File: src/common/prc_params.svh
// constants for the priority resolver command core
`ifndef PRC_PARAMS_SVH
`define PRC_PARAMS_SVH

// port select values
`define PRC_SEL_CMD       1'b0
`define PRC_SEL_MASK      1'b1

// command word bit positions
`define PRC_B_ROTATE      7
`define PRC_B_LVL_SEL     6
`define PRC_B_EOI         5
`define PRC_B_INIT        4
`define PRC_B_MODE        3
`define PRC_B_SMM_WE      6
`define PRC_B_SMM_SEL     5
`define PRC_B_POLL        2
`define PRC_B_RD_REG      1
`define PRC_B_RD_SEL      0
`define PRC_LVL_HI        2
`define PRC_LVL_LO        0

// reset and fixed values
`define PRC_MASK_RST      8'h00
`define PRC_ISR_RST       8'h00
`define PRC_IRR_RST       8'h00
`define PRC_LOWEST_RST    3'h7
`define PRC_DFLT_LEVEL    3'h7
`define PRC_RANK_NONE     4'h8
`define PRC_LVL_ONE       3'h1
`define PRC_POLL_PAD      4'h0

`endif

File: src/common/prc_pkg.sv
// types shared by the priority resolver command core
package prc_pkg;

   typedef struct packed {
      logic       wr;
      logic       rd;
      logic       port_select;
      logic [7:0] data;
   } prc_bus_req_t;

   typedef struct packed {
      logic       valid;
      logic       oe;
      logic [7:0] data;
   } prc_bus_rsp_t;

   typedef struct packed {
      logic       valid;
      logic       dflt;
      logic [2:0] level;
   } prc_vec_t;

   typedef enum logic [1:0] {
      PRC_ACK_IDLE,
      PRC_ACK_SECOND,
      PRC_ACK_THIRD
   } prc_ack_t;

   typedef enum logic [2:0] {
      PRC_OP_CLR_ROT_AUTO,
      PRC_OP_NSP_EOI,
      PRC_OP_NOP,
      PRC_OP_SPEC_EOI,
      PRC_OP_SET_ROT_AUTO,
      PRC_OP_ROT_NSP_EOI,
      PRC_OP_SET_PRIO,
      PRC_OP_ROT_SPEC_EOI
   } prc_op_t;

endpackage

File: src/hdl/prc_core.sv
// command decoding and priority resolution core
//
// Functional notes
// - write at mask port loads all eight mask bits; one inhibits a channel
// - command word bits 7,6,5 are rotate, level select, end of interrupt
// - level field bits 2..0 name the level, used only with level select
// - special mask select is ignored when its write enable bit is zero
// - enabled select one enters special mask mode, zero leaves it
// - after init priorities are fixed, level 0 highest, level 7 lowest
// - acknowledge resolves highest pending request, gives vector, sets in-service bit
// - in-service bit holds until end of interrupt or automatic end
// - in-service level blocks equal and lower levels, higher still interrupt
// - non-specific end clears highest set in-service bit
// - specific end clears in-service bit named by level field
// - in special mask mode non-specific end skips masked levels
// - auto end mode ends service on last acknowledge, second or third
// - under rotation the serviced level becomes lowest priority
// - rotate on non-specific end clears highest and makes it lowest
// - rotate in auto mode set by 100, cleared by 000
// - set priority makes level lowest, in-service bits untouched
// - level above the lowest, wrapping 7 to 0, becomes highest
// - rotate on specific end clears given level and makes it lowest
// - mask bit n gates only request input n
// - special mask mode ignores in-service priority; masks and a level's own in-service bit inhibit
// - command port write with bit 4 set is first init word
// - read register bit picks request or in-service register for reads
// - read at mask port returns the mask register
// - poll bit turns next command port read into acknowledge
`timescale 1ns/100ps
`default_nettype none
`include "prc_params.svh"

module prc_core (
   input  wire logic                  clk,
   input  wire logic                  rst,
   input  wire logic                  ce,
   input  wire prc_pkg::prc_bus_req_t bus_req,
   output prc_pkg::prc_bus_rsp_t      bus_rsp,
   input  wire logic                  acknowledge_strobe,
   input  wire logic [7:0]            request_inputs,
   input  wire logic                  auto_end_mode,
   input  wire logic                  two_cycle_mode,
   output logic                       int_req,
   output prc_pkg::prc_vec_t          vector,
   output logic [7:0]                 in_service
);

   // ************************************************************
   // helper functions
   // ************************************************************

   // rank 0 is the level just above the lowest one
   function automatic logic [3:0] first_rank(
      input logic [7:0] vec,
      input logic [2:0] lowest
   );
      logic [3:0] rank;
      logic [2:0] idx;
      rank = `PRC_RANK_NONE;
      idx  = 3'h0;
      for (int i = 7; i >= 0; i--) begin
         idx = 3'(lowest + 3'(i) + `PRC_LVL_ONE);
         if (vec[idx]) begin
            rank = 4'(i);
         end
      end
      return rank;
   endfunction

   function automatic logic [2:0] rank_level(
      input logic [3:0] rank,
      input logic [2:0] lowest
   );
      return 3'(lowest + rank[2:0] + `PRC_LVL_ONE);
   endfunction

   function automatic logic [7:0] one_hot(input logic [2:0] level);
      return 8'h01 << level;
   endfunction

   // ************************************************************
   // state
   // ************************************************************

   logic [7:0]            mask_ff;
   logic [7:0]            isr_ff;
   logic [7:0]            irr_ff;
   logic [2:0]            lowest_ff;
   logic                  smm_ff;
   logic                  rot_auto_ff;
   logic                  rd_isr_ff;
   logic                  poll_ff;
   prc_pkg::prc_ack_t     ack_ff;
   prc_pkg::prc_bus_rsp_t rsp_ff;
   prc_pkg::prc_vec_t     vec_ff;

   logic [7:0]            nxt_mask;
   logic [7:0]            nxt_isr;
   logic [7:0]            nxt_irr;
   logic [2:0]            nxt_lowest;
   logic                  nxt_smm;
   logic                  nxt_rot_auto;
   logic                  nxt_rd_isr;
   logic                  nxt_poll;
   prc_pkg::prc_ack_t     nxt_ack;
   prc_pkg::prc_bus_rsp_t nxt_rsp;
   prc_pkg::prc_vec_t     nxt_vec;

   // ************************************************************
   // port decode
   // ************************************************************

   logic       wr_mask;
   logic       wr_init;
   logic       wr_eoi_cmd;
   logic       wr_mode_cmd;
   logic       rd_mask;
   logic       rd_cmd;
   logic       poll_rd;
   logic [2:0] lvl_field;

   assign wr_mask     = bus_req.wr && bus_req.port_select == `PRC_SEL_MASK;
   assign wr_init     = bus_req.wr && bus_req.port_select == `PRC_SEL_CMD
                        && bus_req.data[`PRC_B_INIT];
   assign wr_eoi_cmd  = bus_req.wr && bus_req.port_select == `PRC_SEL_CMD
                        && !bus_req.data[`PRC_B_INIT]
                        && !bus_req.data[`PRC_B_MODE];
   assign wr_mode_cmd = bus_req.wr && bus_req.port_select == `PRC_SEL_CMD
                        && !bus_req.data[`PRC_B_INIT]
                        && bus_req.data[`PRC_B_MODE];
   assign rd_mask     = bus_req.rd && bus_req.port_select == `PRC_SEL_MASK;
   assign rd_cmd      = bus_req.rd && bus_req.port_select == `PRC_SEL_CMD;
   assign poll_rd     = rd_cmd && poll_ff;
   assign lvl_field   = bus_req.data[`PRC_LVL_HI:`PRC_LVL_LO];

   // ************************************************************
   // priority resolution
   // ************************************************************

   logic [7:0] cand;
   logic [3:0] cand_rank;
   logic [3:0] isr_rank;
   logic [2:0] cand_lvl;
   logic       pend;
   logic [7:0] eoi_src;
   logic [3:0] eoi_rank;
   logic [2:0] eoi_lvl;
   logic       eoi_any;

   // each mask bit gates only its own input
   assign cand      = irr_ff & ~mask_ff & (smm_ff ? ~isr_ff : 8'hff);
   assign cand_rank = first_rank(cand, lowest_ff);
   assign isr_rank  = first_rank(isr_ff, lowest_ff);
   assign cand_lvl  = rank_level(cand_rank, lowest_ff);
   assign pend      = smm_ff ? (cand_rank != `PRC_RANK_NONE)
                             : (cand_rank < isr_rank);

   // masked levels are skipped by a non-specific end in special mask mode
   assign eoi_src  = smm_ff ? (isr_ff & ~mask_ff) : isr_ff;
   assign eoi_rank = first_rank(eoi_src, lowest_ff);
   assign eoi_lvl  = rank_level(eoi_rank, lowest_ff);
   assign eoi_any  = eoi_rank != `PRC_RANK_NONE;

   // ************************************************************
   // next state
   // ************************************************************

   always_comb begin
      logic [7:0] isr_set;
      logic [7:0] isr_clr;
      logic [7:0] irr_clr;
      logic       take;
      logic       last_ack;
      logic       nsp_eoi;
      logic       nsp_rot;
      isr_set      = 8'h00;
      isr_clr      = 8'h00;
      irr_clr      = 8'h00;
      take         = (acknowledge_strobe && ack_ff == prc_pkg::PRC_ACK_IDLE) || poll_rd;
      last_ack     = 1'b0;
      nsp_eoi      = 1'b0;
      nsp_rot      = 1'b0;
      nxt_mask     = mask_ff;
      nxt_lowest   = lowest_ff;
      nxt_smm      = smm_ff;
      nxt_rot_auto = rot_auto_ff;
      nxt_rd_isr   = rd_isr_ff;
      nxt_poll     = poll_ff;
      nxt_ack      = ack_ff;
      nxt_rsp      = '0;
      nxt_vec      = '0;

      // freeze and take the winning request
      if (take) begin
         if (pend) begin
            isr_set = one_hot(cand_lvl);
            irr_clr = one_hot(cand_lvl);
         end
      end
      if (acknowledge_strobe && ack_ff == prc_pkg::PRC_ACK_IDLE) begin
         nxt_vec.valid = 1'b1;
         nxt_vec.dflt  = !pend;
         nxt_vec.level = pend ? cand_lvl : `PRC_DFLT_LEVEL;
      end

      // acknowledge sequence, two or three strobes
      if (acknowledge_strobe) begin
         unique case (ack_ff)
            prc_pkg::PRC_ACK_IDLE: begin
               nxt_ack = prc_pkg::PRC_ACK_SECOND;
            end
            prc_pkg::PRC_ACK_SECOND: begin
               if (two_cycle_mode) begin
                  last_ack = 1'b1;
                  nxt_ack  = prc_pkg::PRC_ACK_IDLE;
               end else begin
                  nxt_ack  = prc_pkg::PRC_ACK_THIRD;
               end
            end
            prc_pkg::PRC_ACK_THIRD: begin
               last_ack = 1'b1;
               nxt_ack  = prc_pkg::PRC_ACK_IDLE;
            end
            default: begin
               nxt_ack = prc_pkg::PRC_ACK_IDLE;
            end
         endcase
      end

      // automatic end on the last strobe
      if (last_ack && auto_end_mode) begin
         nsp_eoi = 1'b1;
         nsp_rot = rot_auto_ff;
      end

      // mask command word
      if (wr_mask) begin
         nxt_mask = bus_req.data;
      end

      // end of service and rotate command word
      if (wr_eoi_cmd) begin
         unique case (prc_pkg::prc_op_t'({bus_req.data[`PRC_B_ROTATE],
                                           bus_req.data[`PRC_B_LVL_SEL],
                                           bus_req.data[`PRC_B_EOI]}))
            prc_pkg::PRC_OP_NSP_EOI: begin
               nsp_eoi = 1'b1;
            end
            prc_pkg::PRC_OP_ROT_NSP_EOI: begin
               nsp_eoi = 1'b1;
               nsp_rot = 1'b1;
            end
            prc_pkg::PRC_OP_SPEC_EOI: begin
               isr_clr = isr_clr | one_hot(lvl_field);
            end
            prc_pkg::PRC_OP_ROT_SPEC_EOI: begin
               isr_clr    = isr_clr | one_hot(lvl_field);
               nxt_lowest = lvl_field;
            end
            prc_pkg::PRC_OP_SET_PRIO: begin
               nxt_lowest = lvl_field;
            end
            prc_pkg::PRC_OP_SET_ROT_AUTO: begin
               nxt_rot_auto = 1'b1;
            end
            prc_pkg::PRC_OP_CLR_ROT_AUTO: begin
               nxt_rot_auto = 1'b0;
            end
            prc_pkg::PRC_OP_NOP: begin
               nxt_rot_auto = rot_auto_ff;
            end
         endcase
      end

      // shared non-specific end, optionally rotating
      if (nsp_eoi && eoi_any) begin
         isr_clr = isr_clr | one_hot(eoi_lvl);
         if (nsp_rot) begin
            nxt_lowest = eoi_lvl;
         end
      end

      // mode and read command word
      if (wr_mode_cmd) begin
         if (bus_req.data[`PRC_B_SMM_WE]) begin
            nxt_smm = bus_req.data[`PRC_B_SMM_SEL];
         end
         if (bus_req.data[`PRC_B_RD_REG]) begin
            nxt_rd_isr = bus_req.data[`PRC_B_RD_SEL];
         end
         nxt_poll = bus_req.data[`PRC_B_POLL];
      end

      // register reads and poll answer
      if (rd_mask) begin
         nxt_rsp.valid = 1'b1;
         nxt_rsp.oe    = 1'b1;
         nxt_rsp.data  = mask_ff;
      end else if (poll_rd) begin
         nxt_rsp.valid = 1'b1;
         nxt_rsp.oe    = 1'b1;
         nxt_rsp.data  = {pend, `PRC_POLL_PAD, cand_lvl};
         nxt_poll      = 1'b0;
      end else if (rd_cmd) begin
         nxt_rsp.valid = 1'b1;
         nxt_rsp.oe    = 1'b1;
         nxt_rsp.data  = rd_isr_ff ? isr_ff : irr_ff;
      end

      // first init word restores defaults
      if (wr_init) begin
         nxt_mask     = `PRC_MASK_RST;
         nxt_lowest   = `PRC_LOWEST_RST;
         nxt_smm      = 1'b0;
         nxt_rot_auto = 1'b0;
         nxt_rd_isr   = 1'b0;
         nxt_poll     = 1'b0;
      end

      // set wins over clear on the same bit
      nxt_isr = (isr_ff & ~isr_clr) | isr_set;
      nxt_irr = (irr_ff & ~irr_clr) | request_inputs;
   end

   // ************************************************************
   // registers
   // ************************************************************

   always_ff @(posedge clk) begin
      if (rst) begin
         mask_ff     <= `PRC_MASK_RST;
         isr_ff      <= `PRC_ISR_RST;
         irr_ff      <= `PRC_IRR_RST;
         lowest_ff   <= `PRC_LOWEST_RST;
         smm_ff      <= 1'b0;
         rot_auto_ff <= 1'b0;
         rd_isr_ff   <= 1'b0;
         poll_ff     <= 1'b0;
         ack_ff      <= prc_pkg::PRC_ACK_IDLE;
         rsp_ff      <= '0;
         vec_ff      <= '0;
      end else if (ce) begin
         mask_ff     <= nxt_mask;
         isr_ff      <= nxt_isr;
         irr_ff      <= nxt_irr;
         lowest_ff   <= nxt_lowest;
         smm_ff      <= nxt_smm;
         rot_auto_ff <= nxt_rot_auto;
         rd_isr_ff   <= nxt_rd_isr;
         poll_ff     <= nxt_poll;
         ack_ff      <= nxt_ack;
         rsp_ff      <= nxt_rsp;
         vec_ff      <= nxt_vec;
      end
   end

   // ************************************************************
   // outputs
   // ************************************************************

   assign int_req    = pend;
   assign bus_rsp    = rsp_ff;
   assign vector     = vec_ff;
   assign in_service = isr_ff;

endmodule

`default_nettype wire
File: config.mk
export PLATFORM = sky130hd
export DESIGN_NAME = prc_core
export DESIGN_NICKNAME = d
export VERILOG_FILES = /design/src/common/prc_pkg.sv /design/src/hdl/prc_core.sv
export VERILOG_INCLUDE_DIRS = /design/src /design/src/common
export SDC_FILE = /design/constraint.sdc
export NUM_CORES = 1
export LEC_CHECK = 0
export BUFFER_PORTS_ARGS = -buffer_cell sky130_fd_sc_hd__clkbuf_2
export CAP_MARGIN = 20
export CELL_PAD_IN_SITES_DETAIL_PLACEMENT = 1
export CELL_PAD_IN_SITES_GLOBAL_PLACEMENT = 2
export CORE_MARGIN = 2
export CORE_UTILIZATION = 39
export CTS_CLUSTER_DIAMETER = 40
export CTS_CLUSTER_SIZE = 24
export DETAILED_ROUTE_END_ITERATION = 10
export PLACE_DENSITY = 0.95
export SYNTH_ARGS = -nofsm -noshare
export SYNTH_HDL_FRONTEND = slang
export SYNTH_SLANG_ARGS = --single-unit
File: constraint.sdc
create_clock -name clk -period 9.7 [get_ports clk]
set_input_delay 0.485 -clock clk [delete_from_list [all_inputs] [get_ports clk]]
set_output_delay 0.485 -clock clk [all_outputs]
set_load 0.005 [all_outputs]
* After elaboration in Yosys (flattened, before gate mapping)
Index checks and enable logic that the tools add are counted.
** Cells by class
- Add/subtract/negate cells :: 18
- $lt $le $gt $ge :: 9
- Equal/unequal tests :: 10
- Shift-type cells :: 3
- Muxes and demuxes :: 117
- Bitwise gates (word level) :: 13
- Reduce and logical (&&, ||, !) cells :: 32
** Operators with widths (number)
- $mux 4 :: 24
- $mux 8 :: 10
- $bmux 1 s3 :: 24
- $mux 1 :: 45
- $and 8x8->8 :: 5
- $lt 3x4->1 const B :: 8
- $not 8->8 :: 4
- $add 3x1->3 const B :: 10
- $mux 10 :: 3
- $or 8x8->8 :: 3
- $shl 1x3->8 const A :: 3
- $mux 3 :: 6
- $add 3x3->3 const B :: 4
- $eq 3x3->1 const B :: 4
- $logic_and 1x1->1 :: 12
- $reduce_bool 2->1 :: 5
- $reduce_and 3->1 :: 3
- $ne 4x4->1 const B :: 2
- $add 3x2->3 const B :: 2
- $add 3x3->3 :: 2
- $reduce_or 2->1 :: 3
- $mux 5 :: 1
- $lt 4x4->1 :: 1
- $pmux 1 s2 :: 2
- other kinds (13) :: 16
** Storage, ports and cells
- Register bits :: 48
- Input bits :: 25
- Logic and storage cells :: 217

* Logic depth before layout (Yosys ltp)
- Depth after elaboration :: 21
- Mapped depth :: 21

* Least setup slack after synthesis
OpenSTA, ideal clock, no wires.
- Path type :: reg2out
- Start :: register lowest_ff[0]
- End :: output int_req
- Arrival time :: 4003 ps
- Required time :: 9215 ps
- Setup slack :: 5212 ps
- Stages on the path, launching flop included :: 17
- Cell sequence :: dfxtp_1 > buf_6 > buf_6 > buf_2 > inv_1 > ha_1 > buf_2 > buf_2 > mux4_2 > mux2_2 > a211o_1 > nand4b_1 > ha_1 > a211o_1 > nor3_1 > a311o_1 > buf_2
** Between the ends
- Word-level cells in the longest chain between the ends :: 14
- Elaborated cells on any way between the ends :: 65
** Ends and longest elaborated chain
- from (decl) :: line prc_core.sv:88 : logic [2:0] lowest_ff;
- from (signal assigned) :: line prc_core.sv:334 : lowest_ff <= `PRC_LOWEST_RST;
- from (signal assigned) :: line prc_core.sv:346 : lowest_ff <= nxt_lowest;
- $add 3x3->3 :: line prc_core.sv:62 : idx = 3'(lowest + 3'(i) + `PRC_LVL_ONE);
- $add 3x1->3 (no line)
- $bmux 1 s3 :: line prc_core.sv:63 : if (vec[idx]) begin
- $mux 1 (not written as such) :: line prc_core.sv:63
- $mux 4 (8 in a row) :: line prc_core.sv:63
- $lt 4x4->1 or $ne 4x4->1 (tied branches)
- $mux 1 * :: line prc_core.sv:155 : assign pend = smm_ff ? (cand_rank != `PRC_RANK_NONE)
- to (decl) :: line prc_core.sv:43 : output logic int_req,
Every way passes the cells marked *; elsewhere a longest branch is shown, timed or not. The select of a mux whose other input is x is not followed.

* Final worst setup path
Same ends and word-level chain as after synthesis.

==> flow_summary.json <==
{
  "portBuffers": 48,
  "cellLeakagePower_nw": 1.838,
  "synth_xor_area_share_pct": 1.893,
  "dr.pass1.iters": 4,
  "synthAdderAreaFrac_pct": 4.072,
  "yosysSeqAreaShare_pct": 21.57,
  "avgRoutedWirePerCell_um": 21.94,
  "maxSlewViolCount": 0,
  "synth_cell_types": 72,
  "cap_viol_max_count": 0,
  "wl_um": 15160,
  "clk_pin_slew_worst_paths_ns": 0.09,
  "cts_tree": "yes",
  "postSynth.asyncResetShare_pct": 0,
  "antenna_found_initial": 0,
  "hold_violations": 0,
  "grt_pass1_vias": 4529,
  "outcome": "complete, no violations",
  "rows": 38,
  "grt_max_degree": 45,
  "start_util_pct": 40.07,
  "n_antenna_cell": 0,
  "synth_seq_cells": 47,
  "worst_ir_drop_vdd_v": 0.00009016,
  "die_x_um": 109.8,
  "powerDensity_nw_per_um2": 119.0,
  "yosys.area_share.simple_pct": 25.78,
  "synth_flop_cell": "dfxtp_1",
  "final.setup.tns_ns": 0,
  "clock_latency_ns": 0.30,
  "synth_edf_count": 0,
  "post_cts_buffers": 0,
  "critical_path_buf_inv_count": 2,
  "syn-cell-area_um2": 4363,
  "critPathRequiredTime_ns": 9.22,
  "finalCriticalPeriod_ns": 6.175,
  "slowest_delay_ns": 0.96,
  "final_util_pct": 43.70,
  "yosys.area.top_type": "dfxtp_1",
  "vias_per_cell": 6.392,
  "dp_hpwl_um": 11270,
  "final_antenna_net_count": 0,
  "fillCellCount": 1317,
  "synthMuxAreaShare_pct": 20.39,
  "cts.sinks": 47,
  "root_buffer": "clkbuf_8",
  "crit_slowest_cell": "dfxtp_2",
  "die_area_um2": 12050,
  "setup_viol": 0,
  "core_area_um2": 10890,
  "grt_pass1_wl_um": 24500,
  "initialDrtViolationCount": 260,
  "gp_congestion": 0.9162,
  "syn_to_final_growth_pct": 9.062,
  "grt_overflow": 0,
  "netlist_top_cells_area": "dfxtp_1 22%, mux4_2 10%, nand2_1 4.6%",
  "syn-num-nets": 558,
  "drive_above_1_share_pct": 21.05,
  "rsz0062_at_grt": "no",
  "htree_levels": 2,
  "yosys_warnings": 0,
  "clock_skew_ns": 0.005549,
  "numCtsBuffers": 5,
  "die_height_um": 109.8,
  "relSlewSlack_pct": 36.71,
  "synth_top_area_share_pct": 21.57,
  "synth_top_family_by_area": "simple AND/OR/NAND/NOR gates",
  "critPathMaxFanout": 41,
  "max_freq_mhz": 161.9,
  "synth.avg_cell_area_um2": 8.390,
  "cts_hold_buf": 0,
  "ios": 49,
  "period_share_pct": 63.66,
  "cp_cell_sequence": "inv_1, ha_1, nor2b_1, nand3_1, nand4_4, o22ai_1, o21a_1, o21ai_0, nand2_1, o311a_1, ha_1, o21ai_0, nand2b_1, a211oi_1, a311o_1, clkbuf_2",
  "synth_compound_area_share_pct": 22.23,
  "path_class": "reg2out",
  "syn_inst": 520,
  "min_path_type": "in2reg",
  "cpLargestDelayFamily": "compound AO/OA/AOI/OAI gates",
  "endpoint_kind": "primary output",
  "clk_path_buf_depth": 2,
  "ctsResizeCount": 0,
  "cp.arrival_ns": 5.69,
  "final_nets": 588,
  "grtUsageTotal_pct": 26.12,
  "drc": 0,
  "startpoint_type": "flip-flop",
  "worst_pin_slew_ns": 0.9494,
  "num_vias": 4417
}
## per-layer routing
layer | routed length, µm | GRT usage (%) | up-vias
met1 | 6652 | 33.67 | 2224
li1 | - | - | 2027
met5 | 0 | 0 | -
met4 | 327 | 7.324 | 0
met2 | 7492 | 46.16 | 138
met3 | 687 | 2.667 | 28
## worst register-to-register path: cells and delay by family, from the launching register on
| family | cells | cell delay (ns) |
|---|---|---|
| adder cells (fa/ha/maj) | 2 | 1.09 |
| AND/OR/NAND/NOR | 6 | 1.30 |
| AO/OA/AOI/OAI | 8 | 2.30 |
| flip-flops | 1 | 0.96 |
| buffers and inverters | 1 | 0.25 |
## cells in the mapped netlist (10+ instances only)
master / number
ha_1: 11
nand4_1: 10
dfxtp_1: 47
and2_1: 12
o21ai_0: 18
mux2i_1: 18
nor3_1: 12
mux4_2: 20
a21oi_1: 40
clkbuf_1: 13
nand2_1: 54
mux2_2: 14
nor2_1: 49
nand3_1: 20
nor2b_1: 20
## final timing paths
| check | start | to | slack, ns | depth (start not counted) |
|---|---|---|---|---|
| worst min-delay path | bus_req[3] | mask_ff[3] | 0.46 | 3 |
| worst max register to register | lowest_ff[0] | in_service[0] | 3.73 | 17 |
| worst max-delay path | lowest_ff[0] | int_req | 3.53 | 16 |
| worst min register to register | rot_auto_ff | rot_auto_ff | 0.47 | 2 |
## layout make-up
cell class	count	area, µm²	share of cell area, %
tap	140	175.2	3.681
timing repair buffer	49	247.7	5.206
multi-input combinational	435	3244	68.18
clock inverter	1	7.507	0.1578
sequential	47	942.2	19.80
clock buffer	7	96.34	2.025
inverter	12	45.04	0.9466
## metrics by stage
stage	std cells	power [mW]	hold WS [ns]	setup WS (ns)	cell area, µm²
after global routing	691	0.5934	0.4968	3.090	4758
after CTS	691	0.5645	0.4607	3.592	4758
after detailed placement	683	0.4314	0.4639	3.868	4654
after global placement	683	0.4214	0.4410	4.204	4654
after floorplan	520	0.3632	0.4316	5.212	4363
final	691	0.5662	0.4599	3.525	4758
## cells by family (layout without fill, tap and decap cells)
| kind of cell | after synthesis | count (layout) |
|---|---|---|
| AOI/OAI and AO/OA | 137 | 137 |
| buffers and inverters | 38 | 69 |
| and+or+nand+nor | 218 | 218 |
| DFF | 47 | 47 |
| xor gates and xnor gates | 6 | 6 |
| adders and majority gates | 13 | 13 |
| muxes | 61 | 61 |
## cell usage in the layout, fill, tap and decap left out, types with 4 or more instances in the layout
| cell type | Yosys | layout |
|---|---|---|
| a21oi_1 | 40 | 40 |
| a221oi_1 | 7 | 7 |
| a22oi_1 | 8 | 8 |
| a311oi_1 | 4 | 4 |
| a311oi_2 | 4 | 4 |
| a31oi_1 | 5 | 5 |
| and2_1 | 12 | 12 |
| clkbuf_2 | 0 | 48 |
| clkbuf_8 | 0 | 7 |
| dfxtp_1 | 47 | 46 |
| ha_1 | 11 | 11 |
| inv_1 | 9 | 9 |
| mux2_1 | 9 | 9 |
| mux2_2 | 14 | 14 |
| mux2i_1 | 18 | 18 |
| mux4_2 | 20 | 20 |
| nand2_1 | 54 | 54 |
| nand2_2 | 7 | 7 |
| nand2b_1 | 6 | 6 |
| nand3_1 | 20 | 20 |
| nand3b_1 | 4 | 4 |
| nand4_1 | 10 | 10 |
| nor2_1 | 49 | 49 |
| nor2b_1 | 20 | 20 |
| nor3_1 | 12 | 12 |
| o211ai_1 | 6 | 6 |
| o21ai_0 | 18 | 18 |
| o31ai_1 | 6 | 6 |
| or2_1 | 4 | 4 |
## sequential cells by signal (all words and copies together) (netlist names)
name         flops
mask_ff          8
irr_ff           8
ack_ff           2
vector           5
bus_rsp          9
lowest_ff        3
poll_ff          1
smm_ff           1
rd_isr_ff        1
in_service       8
rot_auto_ff      1
## power breakdown
group | internal [mW] | total, mW | switching (mW)
clock | 0.0649 | 0.133 | 0.0684
combinational | 0.0811 | 0.212 | 0.131
sequential | 0.204 | 0.221 | 0.0168
total | 0.350 | 0.566 | 0.216
Power figures use the tool's default switching activity.
